File: config.mk
export PLATFORM = sky130hd
export DESIGN_NAME = zsrg_guard
export DESIGN_NICKNAME = d
export VERILOG_FILES = /design/src/hw/zsrg_sync2.v /design/src/hw/zsrg_press.v /design/src/hw/zsrg_guard.v
export VERILOG_INCLUDE_DIRS = /design/src /design/src/hw
export SDC_FILE = /design/constraint.sdc
export NUM_CORES = 1
export LEC_CHECK = 0
export BUFFER_PORTS_ARGS = -buffer_cell sky130_fd_sc_hd__clkbuf_2
export CORE_MARGIN = 5
export CORE_UTILIZATION = 37
export CTS_CLUSTER_DIAMETER = 80
export DETAILED_ROUTE_END_ITERATION = 7
export PLACE_DENSITY = 0.63
export SLEW_MARGIN = 25
export SYNTH_ARGS = -nofsm -noshare
export SYNTH_HDL_FRONTEND = slang
export SYNTH_SLANG_ARGS = --single-unit
File: constraint.sdc
create_clock -name sys_clk -period 8.75 [get_ports sys_clk]
set_input_delay 1.3125 -clock sys_clk [delete_from_list [all_inputs] [get_ports sys_clk]]
set_output_delay 1.3125 -clock sys_clk [all_outputs]
set_load 0.01 [all_outputs]
File: src/hw/zsrg_defs.vh
// Constants for the zone-select restart guard: register map, reset values, codes, timing.
// Assumes a 25 MHz system clock; included by the zsrg_guard module only.
// Notes on behaviour
// - a reset press counts only when held from 0.12 s to 4 s.
// - with start interlock, outputs stay off after power-up until a valid press.
// - with restart interlock, outputs stay off after a cleared intrusion until a press.
// - restart interlock always implies start interlock at power-up.
// - eight zone sets; the selection may change at any time.
// - a broken changeover signals a fault, a diagnostic code and outputs off.
// - fixed mode monitors only the default zone set, ignoring select inputs.
// - in input mode any select input change starts the switchover timer.
// - while the timer runs the previous zone set stays monitored.
// - the new zone set is monitored only once the timer has expired.
// - into an occupied zone, outputs drop after 25 ms plus switchover plus response.
// - four inputs decode 1000,0100,0010,0001,1110,1101,1011,0111 as sets 1 to 8.
// - three inputs decode 001,010,100,111 as sets 1 to 4.
// - two inputs decode 10 as set 1 and 01 as set 2.
// - with sequence monitoring, any unlisted transition but the first after reset or fixed mode turns the outputs off.
// - with sequence monitoring, a deactivated target set turns the outputs off.
// - a violated monitored protective zone switches both outputs off.
`ifndef ZSRG_DEFS_VH
`define ZSRG_DEFS_VH

`define ZS_A_CTRL      8'h00
`define ZS_A_SWTIME    8'h04
`define ZS_A_RESP      8'h08
`define ZS_A_ALLOW_LO  8'h0C
`define ZS_A_ALLOW_HI  8'h10
`define ZS_A_DEACT     8'h14
`define ZS_A_STATUS    8'h18

`define ZS_C_START     0
`define ZS_C_RESTART   1
`define ZS_C_MODE_LO   2
`define ZS_C_MODE_HI   3
`define ZS_C_SEQ_EN    4

`define ZS_CTRL_RST    5'h03
`define ZS_SWT_RST     24'h0061A8
`define ZS_RESP_RST    24'h001388
`define ZS_ALLOW_RST   32'hFFFFFFFF
`define ZS_DEACT_RST   8'h00

`define ZS_MODE_FIXED  2'h0
`define ZS_MODE_TWO    2'h1
`define ZS_MODE_THREE  2'h2
`define ZS_MODE_FOUR   2'h3

`define ZS_DIAG_NONE   4'h0
`define ZS_DIAG_PAT    4'h1
`define ZS_DIAG_SEQ    4'h2
`define ZS_DIAG_DEACT  4'h3

`define ZS_CLK_KHZ       25000
`define ZS_PRESS_MIN_MS  120
`define ZS_PRESS_MAX_MS  4000
`define ZS_SYNC_MS       25

`endif

File: src/hw/zsrg_sync2.v
// Two-stage synchroniser for a group of asynchronous pin inputs.
// Assumes the inputs are quasi-static levels; bits are not aligned to each other.
`timescale 1ns/10ps
module zsrg_sync2 #(
  parameter W = 1
) (
  input  wire         sys_clk,
  input  wire         rst_b,
  input  wire [W-1:0] din,
  output wire [W-1:0] dout
);
  reg [W-1:0] meta_q;
  reg [W-1:0] sync_q;

  always @(posedge sys_clk or negedge rst_b) begin
    if (!rst_b) begin
      meta_q <= {W{1'b0}};
      sync_q <= {W{1'b0}};
    end else begin
      meta_q <= din;
      sync_q <= meta_q;
    end
  end

  assign dout = sync_q;
endmodule // zsrg_sync2

File: src/hw/zsrg_press.v
// Reset-button press qualifier: one-cycle pulse on release of a press of legal length.
// Assumes btn is already synchronised to sys_clk.
`timescale 1ns/10ps
module zsrg_press #(
  parameter W       = 27,
  parameter MIN_CYC = 3000000,
  parameter MAX_CYC = 100000000
) (
  input  wire sys_clk,
  input  wire rst_b,
  input  wire btn,
  output reg  valid_q
);
  localparam [W-1:0] MIN_W = MIN_CYC[W-1:0];
  localparam [W-1:0] MAX_W = MAX_CYC[W-1:0];

  reg [W-1:0] cnt_q;
  reg         btn_q;

  always @(posedge sys_clk or negedge rst_b) begin
    if (!rst_b) begin
      cnt_q   <= {W{1'b0}};
      btn_q   <= 1'b0;
      valid_q <= 1'b0;
    end else begin
      btn_q <= btn;
      // saturate just past the limit so an overlong press can never wrap back into range
      if (btn && cnt_q <= MAX_W)
        cnt_q <= cnt_q + 1'b1;
      else if (!btn)
        cnt_q <= {W{1'b0}};
      valid_q <= btn_q && !btn && cnt_q >= MIN_W && cnt_q <= MAX_W;
    end
  end
endmodule // zsrg_press

File: src/hw/zsrg_guard.v
// Zone-select restart guard top: interlocks, zone-set changeover, register port.
// Assumes violation flags come from field logic on sys_clk; buttons and selects are pins.
`timescale 1ns/10ps
`include "zsrg_defs.vh"
module zsrg_guard #(
  parameter PRESS_MIN_CYC = `ZS_PRESS_MIN_MS * `ZS_CLK_KHZ,
  parameter PRESS_MAX_CYC = `ZS_PRESS_MAX_MS * `ZS_CLK_KHZ,
  parameter SYNC_CYC      = `ZS_SYNC_MS * `ZS_CLK_KHZ
) (
  input  wire        sys_clk,
  input  wire        rst_b,
  input  wire        reset_btn,
  input  wire        zone_sel_in_1,
  input  wire        zone_sel_in_2,
  input  wire        zone_sel_in_3,
  input  wire        zone_sel_in_4,
  input  wire [7:0]  zone_violated,
  input  wire [7:0]  reg_addr,
  input  wire [31:0] reg_wdata,
  input  wire        reg_wr,
  input  wire        reg_rd,
  output reg  [31:0] reg_rdata_q,
  output reg  [1:0]  safety_output_pair_q,
  output reg  [2:0]  active_set_q,
  output reg         fault_q,
  output reg  [3:0]  diag_code_q
);

  localparam [1:0] ST_LOCK  = 2'h0;
  localparam [1:0] ST_RUN   = 2'h1;
  localparam [1:0] ST_OFF   = 2'h2;
  localparam [1:0] ST_FAULT = 2'h3;

  localparam [25:0] SYNC_W = SYNC_CYC[25:0];

  // returns {valid, set index}
  function [3:0] zs_decode;
    input [1:0] mode;
    input [3:0] p;
    begin
      zs_decode = 4'h0;
      case (mode)
        `ZS_MODE_FOUR: begin
          case (p)
            4'h8: zs_decode = 4'h8;
            4'h4: zs_decode = 4'h9;
            4'h2: zs_decode = 4'hA;
            4'h1: zs_decode = 4'hB;
            4'hE: zs_decode = 4'hC;
            4'hD: zs_decode = 4'hD;
            4'hB: zs_decode = 4'hE;
            4'h7: zs_decode = 4'hF;
            default: zs_decode = 4'h0;
          endcase
        end
        `ZS_MODE_THREE: begin
          case (p[3:1])
            3'h1: zs_decode = 4'h8;
            3'h2: zs_decode = 4'h9;
            3'h4: zs_decode = 4'hA;
            3'h7: zs_decode = 4'hB;
            default: zs_decode = 4'h0;
          endcase
        end
        `ZS_MODE_TWO: begin
          case (p[3:2])
            2'h2: zs_decode = 4'h8;
            2'h1: zs_decode = 4'h9;
            default: zs_decode = 4'h0;
          endcase
        end
        default: zs_decode = 4'h8;
      endcase
    end
  endfunction

  // input synchronisation
  wire [4:0] pins_s;
  wire       btn_s;
  wire [3:0] pat_s;
  wire       press_ok;

  zsrg_sync2 #(
    .W (5)
  ) u_sync (
    .sys_clk (sys_clk),
    .rst_b   (rst_b),
    .din     ({reset_btn, zone_sel_in_1, zone_sel_in_2, zone_sel_in_3, zone_sel_in_4}),
    .dout    (pins_s)
  );

  assign btn_s = pins_s[4];
  assign pat_s = pins_s[3:0];

  zsrg_press #(
    .W       (27),
    .MIN_CYC (PRESS_MIN_CYC),
    .MAX_CYC (PRESS_MAX_CYC)
  ) u_press (
    .sys_clk (sys_clk),
    .rst_b   (rst_b),
    .btn     (btn_s),
    .valid_q (press_ok)
  );

  // configuration registers
  reg [4:0]  ctrl_q;
  reg [23:0] swtime_q;
  reg [23:0] resp_q;
  reg [31:0] allow_lo_q;
  reg [31:0] allow_hi_q;
  reg [7:0]  deact_q;

  wire [1:0] mode     = ctrl_q[`ZS_C_MODE_HI:`ZS_C_MODE_LO];
  wire       start_il = ctrl_q[`ZS_C_START] | ctrl_q[`ZS_C_RESTART];
  wire       seq_en   = ctrl_q[`ZS_C_SEQ_EN];
  wire [63:0] allow_all = {allow_hi_q, allow_lo_q};

  // changeover state
  reg        sw_busy_q;
  reg [23:0] sw_cnt_q;
  reg [25:0] hold_cnt_q;
  reg [3:0]  commit_pat_q;
  reg [3:0]  pat_prev_q;
  reg        first_q;
  reg [1:0]  state_q;
  reg [1:0]  state_d;

  wire [3:0] dec      = zs_decode(mode, pat_s);
  wire       sw_exp   = sw_busy_q && sw_cnt_q == 24'h000000;
  wire       stable   = dec[3] && pat_s == pat_prev_q;
  wire       seq_bad  = seq_en && !first_q && !allow_all[{active_set_q, dec[2:0]}];
  wire       deact_bd = seq_en && deact_q[dec[2:0]];
  reg  [3:0] diag_ev;

  always @* begin
    diag_ev = `ZS_DIAG_NONE;
    if (sw_exp) begin
      if (!stable)
        diag_ev = `ZS_DIAG_PAT;
      else if (seq_bad)
        diag_ev = `ZS_DIAG_SEQ;
      else if (deact_bd)
        diag_ev = `ZS_DIAG_DEACT;
    end
  end

  wire fault_ev = diag_ev != `ZS_DIAG_NONE;

  // the new set is blind until sync plus response time has passed after taking over
  wire viol = zone_violated[active_set_q] && hold_cnt_q == 26'h0000000;

  always @(posedge sys_clk or negedge rst_b) begin
    if (!rst_b) begin
      sw_busy_q    <= 1'b0;
      sw_cnt_q     <= 24'h000000;
      hold_cnt_q   <= 26'h0000000;
      commit_pat_q <= 4'h0;
      pat_prev_q   <= 4'h0;
      first_q      <= 1'b1;
      active_set_q <= 3'h0;
    end else begin
      pat_prev_q <= pat_s;
      if (hold_cnt_q != 26'h0000000)
        hold_cnt_q <= hold_cnt_q - 1'b1;
      if (mode == `ZS_MODE_FIXED) begin
        active_set_q <= 3'h0;
        sw_busy_q    <= 1'b0;
        commit_pat_q <= pat_s;
        first_q      <= 1'b1;
      end else if (!sw_busy_q && pat_s != commit_pat_q) begin
        sw_busy_q <= 1'b1;
        sw_cnt_q  <= swtime_q;
      end else if (sw_busy_q && !sw_exp) begin
        sw_cnt_q <= sw_cnt_q - 1'b1;
      end else if (sw_exp) begin
        sw_busy_q    <= 1'b0;
        commit_pat_q <= pat_s;
        if (!fault_ev) begin
          active_set_q <= dec[2:0];
          first_q      <= 1'b0;
          hold_cnt_q   <= SYNC_W + {2'h0, resp_q};
        end
      end
    end
  end

  // interlock state machine
  always @* begin
    state_d = state_q;
    case (state_q)
      ST_LOCK: begin
        if (fault_ev)
          state_d = ST_FAULT;
        else if (!start_il && !viol)
          state_d = ST_RUN;
        else if (press_ok && !viol)
          state_d = ST_RUN;
      end
      ST_RUN: begin
        if (fault_ev)
          state_d = ST_FAULT;
        else if (viol)
          state_d = ST_OFF;
      end
      ST_OFF: begin
        if (fault_ev)
          state_d = ST_FAULT;
        else if (!viol)
          state_d = ctrl_q[`ZS_C_RESTART] ? ST_LOCK : ST_RUN;
      end
      default: state_d = ST_FAULT;
    endcase
  end

  always @(posedge sys_clk or negedge rst_b) begin
    if (!rst_b) begin
      state_q              <= ST_LOCK;
      safety_output_pair_q <= 2'h0;
      fault_q              <= 1'b0;
      diag_code_q          <= `ZS_DIAG_NONE;
    end else begin
      state_q              <= state_d;
      safety_output_pair_q <= {2{state_d == ST_RUN}};
      if (fault_ev && !fault_q) begin
        fault_q     <= 1'b1;
        diag_code_q <= diag_ev;
      end
    end
  end

  // register port; reads answer one cycle later, unmapped reads give zero
  always @(posedge sys_clk or negedge rst_b) begin
    if (!rst_b) begin
      ctrl_q      <= `ZS_CTRL_RST;
      swtime_q    <= `ZS_SWT_RST;
      resp_q      <= `ZS_RESP_RST;
      allow_lo_q  <= `ZS_ALLOW_RST;
      allow_hi_q  <= `ZS_ALLOW_RST;
      deact_q     <= `ZS_DEACT_RST;
      reg_rdata_q <= 32'h00000000;
    end else begin
      if (reg_wr) begin
        if (reg_addr == `ZS_A_CTRL)
          ctrl_q <= reg_wdata[4:0];
        else if (reg_addr == `ZS_A_SWTIME)
          swtime_q <= reg_wdata[23:0];
        else if (reg_addr == `ZS_A_RESP)
          resp_q <= reg_wdata[23:0];
        else if (reg_addr == `ZS_A_ALLOW_LO)
          allow_lo_q <= reg_wdata;
        else if (reg_addr == `ZS_A_ALLOW_HI)
          allow_hi_q <= reg_wdata;
        else if (reg_addr == `ZS_A_DEACT)
          deact_q <= reg_wdata[7:0];
      end
      reg_rdata_q <= 32'h00000000;
      if (reg_rd) begin
        if (reg_addr == `ZS_A_CTRL)
          reg_rdata_q <= {27'h0, ctrl_q};
        else if (reg_addr == `ZS_A_SWTIME)
          reg_rdata_q <= {8'h00, swtime_q};
        else if (reg_addr == `ZS_A_RESP)
          reg_rdata_q <= {8'h00, resp_q};
        else if (reg_addr == `ZS_A_ALLOW_LO)
          reg_rdata_q <= allow_lo_q;
        else if (reg_addr == `ZS_A_ALLOW_HI)
          reg_rdata_q <= allow_hi_q;
        else if (reg_addr == `ZS_A_DEACT)
          reg_rdata_q <= {24'h0, deact_q};
        else if (reg_addr == `ZS_A_STATUS)
          reg_rdata_q <= {19'h0, diag_code_q, state_q, sw_busy_q, fault_q,
                          safety_output_pair_q, active_set_q};
      end
    end
  end
endmodule // zsrg_guard

==> flow_summary.rst <==
.. list-table::
   :header-rows: 1

   * - Metric
     - Value
   * - Run status
     - finished, final reports clean
   * - Post-CTS setup-driven buffer insertion count
     - 0
   * - CP max-delay cell
     - sky130_fd_sc_hd__nor4_4
   * - I/O pin total
     - 99
   * - Core Rows
     - 70
   * - Clock insertion delay at the later pin of the skew report
     - around 0.55 ns
   * - Final routed wirelength across all metal layers
     - approximately 38 mm
   * - Startpoint of the lowest-slack register-to-register path
     - u_sync.dout[1]
   * - Proportion of synthesized chip area in sequential cells
     - 0.490
   * - Fraction of the mapped netlist area in compound gates
     - 0.130
   * - Floorplan die height
     - approximately 200 um
   * - Number of warnings printed during yosys synthesis
     - 0
   * - Overflow left after global routing
     - 0
   * - Wire per inst
     - 21.1 um
   * - Number of buffers added to fix hold violations after cts
     - 0
   * - Num Clock Sinks
     - between 200 and 300
   * - Portion of netlist area occupied by mux cells
     - 0.150
   * - Worst VDD drop
     - 0.000137 V
   * - Number of synthesized flops with an enable pin
     - 0
   * - Worst setup slack for register-to-register paths
     - between 4 and 5 ns
   * - Fraction of registers with async set/reset
     - 1.00
   * - Distinct cells, synth
     - 80
   * - Residual DRC count
     - 0
   * - Sort of element at the end of the critical path
     - flop
   * - Critical path startpoint
     - u_sync.dout[1]
   * - Main combinational cell family by area after synthesis
     - multiplexers
   * - Cts bufs inserted
     - 29
   * - Total Nets Final
     - approximately 1.4k
   * - Transition at the pin with the smallest max-transition slack
     - 0.980 ns
   * - Largest net degree at the start of global routing
     - 79
   * - Final weighted congestion in routability-driven placement
     - roughly 0.94
   * - Nature of the critical path startpoint
     - flop
   * - Std-Cell Core Area
     - about 0.037 mm2
   * - Fin worst setup slack
     - roughly 4.6 ns
   * - Number of buffer cells added on primary ports
     - between 90 and 100
   * - Count of cells along the worst register-to-register path
     - 12
   * - Cell Chain, Critical Path
     - inv_1 -> ha_1 -> nand3b_1 -> a2bb2oi_4 -> nand2_4 -> mux4_2 -> o211ai_1 -> nand4_2 -> nor4_4 -> nor3_4 -> buf_4 -> mux2_1
   * - Post-CTS resize count
     - 0
   * - Top-area cell type share of the netlist area
     - 0.341
   * - CTS tree
     - built
   * - Required @ worst endpoint
     - between 9 and 10 ns
   * - RSZ-0062 raised after global routing
     - false
   * - Mapped Area
     - ~0.014 mm2
   * - Endpoint of the lowest-slack register-to-register path
     - hold_cnt_q[0]
   * - Effective utilization at floorplan
     - 0.375
   * - Setup crit end
     - hold_cnt_q[0]
   * - Combined global-route utilization of all metal layers
     - 0.183
   * - Cell Pwr Density
     - 214 mW/mm2
   * - HPWL after DPL
     - around 27 mm
   * - Main synth FF type
     - sky130_fd_sc_hd__dfrtp_1
   * - Layout cells sized above 1
     - 0.292
   * - DR vias/cell
     - 5.70
   * - Post-synthesis sequential element count
     - ~270
   * - Final setup viols
     - 0
   * - Number of fill cells in the layout
     - ~3.5k
   * - Worst Path Arrival
     - 4.56 ns
   * - Total number of vias
     - roughly 10k
   * - Global-route wire length before repair
     - about 60 mm
   * - Cell types occupying the most area after synthesis
     - sky130_fd_sc_hd__dfrtp_1 (34%), sky130_fd_sc_hd__dfstp_2 (15%), sky130_fd_sc_hd__mux2_2 (11%), sky130_fd_sc_hd__mux2i_1 (3.6%), sky130_fd_sc_hd__o21ai_0 (2.4%)
   * - Crit Path Category
     - flop to flop
   * - Worst clock skew
     - roughly 0.012 ns
   * - Area growth from synthesis to layout
     - 14.2%
   * - Final hold viol count
     - 0
   * - Die outline area
     - 0.0410 mm2
   * - Bufs and invs on worst path
     - 2
   * - Crit path time final
     - a little over 4 ns
   * - Gate count of the mapped netlist
     - roughly 1.3k
   * - Leading post-synthesis cells by instance count
     - sky130_fd_sc_hd__dfrtp_1 (187), sky130_fd_sc_hd__mux2_2 (129), sky130_fd_sc_hd__nand2_1 (84)
   * - Total count of max-transition violations in the final report
     - 0
   * - Path class of the lowest-slack min-delay path
     - flop to flop
   * - Period utilization
     - 0.473
   * - Max-cap violations
     - 0
   * - Htree depth
     - 1
   * - Largest delay share family, worst path
     - simple AND/OR/NAND/NOR gates
   * - Total Negative Setup Slacks
     - 0 ns
   * - Critical-path maximum fanout
     - 26
   * - Initial antenna violation count
     - 2
   * - Post-Synth XOR/XNOR Area
     - 0.0451
   * - Mean post-synth cell area
     - between 10 and 15 um2
   * - Horizontal extent of the die
     - a little over 200 um
   * - Maximum clock rate
     - approximately 0.24 GHz
   * - Most common cell in the netlist
     - sky130_fd_sc_hd__dfrtp_1
   * - Static leakage
     - 6.57 nW
   * - Bufs on Longest Clock Path
     - 3
   * - Largest area contributor in the synthesized netlist
     - sky130_fd_sc_hd__dfrtp_1
   * - WP depth
     - 12
   * - Clock transition at the registers of the reported paths
     - around 0.060 ns
   * - Synth Area in Simple Gates
     - 0.145
   * - Clock Root Buffer
     - sky130_fd_sc_hd__clkbuf_16
   * - Post-DRT Antenna Nets
     - 0
   * - Post-Synth Adder-Cell Area
     - 0.00894
   * - Number of violations reported at the end of detailed-routing iteration 0
     - between 900 and 1k
   * - Crit path largest cell delay
     - roughly 0.55 ns
   * - Initial DRT Pass Iterations
     - 6
   * - Worst rel slew slack
     - 0.346
   * - Number of global-route vias before repair
     - 10.2k
   * - Placement-stage worst setup slack
     - 4.66 ns
-- report_power, final --
| part | leakage, nW | internal, mW | total [mW] | switching [mW] |
|---|---|---|---|---|
| clock | 0.509 | 0.842 | 1.35 | 0.513 |
| combinational | 2.76 | 0.204 | 0.515 | 0.311 |
| sequential | 3.31 | 1.36 | 1.49 | 0.130 |
-- through the flow --
stage	util	std cells	hold WS (ns)	area [um2]	total power [mW]
detailed placement	0.399	1767	0.337	14600	2.02
finish	0.428	1821	0.347	15700	3.36
global route	0.428	1820	0.355	15700	3.52
floorplan	-	1260	0.331	13700	1.84
global placement	0.399	1767	0.334	14600	2.00
CTS	0.428	1820	0.350	15700	3.38
-- state kept, by name (all words and copies together), names as in the netlist, 2 cells and up --
signal         count
commit_pat_q       4
reg_rdata_q       32
pat_prev_q         4
ctrl_q             5
sw_cnt_q          24
swtime_q          24
allow_hi_q        32
hold_cnt_q        26
u_sync.dout        5
u_sync.meta_q      5
state_q            2
active_set_q       3
deact_q            8
u_press.cnt_q     27
allow_lo_q        32
diag_code_q        2
resp_q            24
-- final cells by class --
class / instances / area, um2 / area share
inverters: 20 / 75.1 / 0.00479
well taps: 468 / 586 / 0.0374
clock buffers: 36 / 782 / 0.0499
diodes: 1 / 2.50 / 0.000160
multi-input cells: 903 / 6620 / 0.422
clock inverters: 17 / 280 / 0.0179
repair buffers: 111 / 603 / 0.0385
flip-flops and latches: 265 / 6730 / 0.429
-- how the worst min path moves through the flow --
| stage | start | endpoint | slack, ns | cells past startpoint |
|---|---|---|---|---|
| floorplan | u_sync.meta_q[0] | u_sync.dout[0] | 0.33 | 0 |
| global placement | u_sync.meta_q[2] | u_sync.dout[2] | 0.33 | 0 |
| detailed placement | u_sync.meta_q[2] | u_sync.dout[2] | 0.34 | 0 |
| CTS | u_sync.meta_q[3] | u_sync.dout[3] | 0.35 | 0 |
| global route | u_sync.meta_q[2] | u_sync.dout[2] | 0.36 | 0 |
| finish | u_sync.meta_q[2] | u_sync.dout[2] | 0.35 | 0 |
-- layout by cell type (no fill, tap or decap), types with 22 or more instances in the layout --
cell,count
sky130_fd_sc_hd__xor2_1,33
sky130_fd_sc_hd__and2_1,23
sky130_fd_sc_hd__xnor2_1,34
sky130_fd_sc_hd__a21oi_1,58
sky130_fd_sc_hd__mux2_2,129
sky130_fd_sc_hd__dfrtp_1,187
sky130_fd_sc_hd__nand3_1,25
sky130_fd_sc_hd__nor2_1,61
sky130_fd_sc_hd__nand2_1,84
sky130_fd_sc_hd__dfstp_2,78
sky130_fd_sc_hd__o22ai_1,22
sky130_fd_sc_hd__o21ai_0,66
sky130_fd_sc_hd__clkbuf_2,95
sky130_fd_sc_hd__mux2i_1,49
sky130_fd_sc_hd__clkbuf_16,29
sky130_fd_sc_hd__nor3_1,54
-- logic make-up (layout without fill, tap and decap cells) --
logic type / after synthesis / count (layout)
muxes: 185 / 185
buffers and inverters: 92 / 184
AOI/OAI and AO/OA: 263 / 263
other: 1 / 3
DFF: 265 / 265
adders and majority gates: 10 / 10
and+or+nand+nor: 374 / 374
xor gates and xnor gates: 69 / 69
-- per-layer routing --
layer / global-route usage / part of all wire
met1: 0.265 / 0.46
met2: 0.288 / 0.45
met3: 0.0374 / 0.075
met4: 0.0313 / 0.017
met5: 0 / 0.00034
Note: power is estimated with default switching activity, not from simulation.
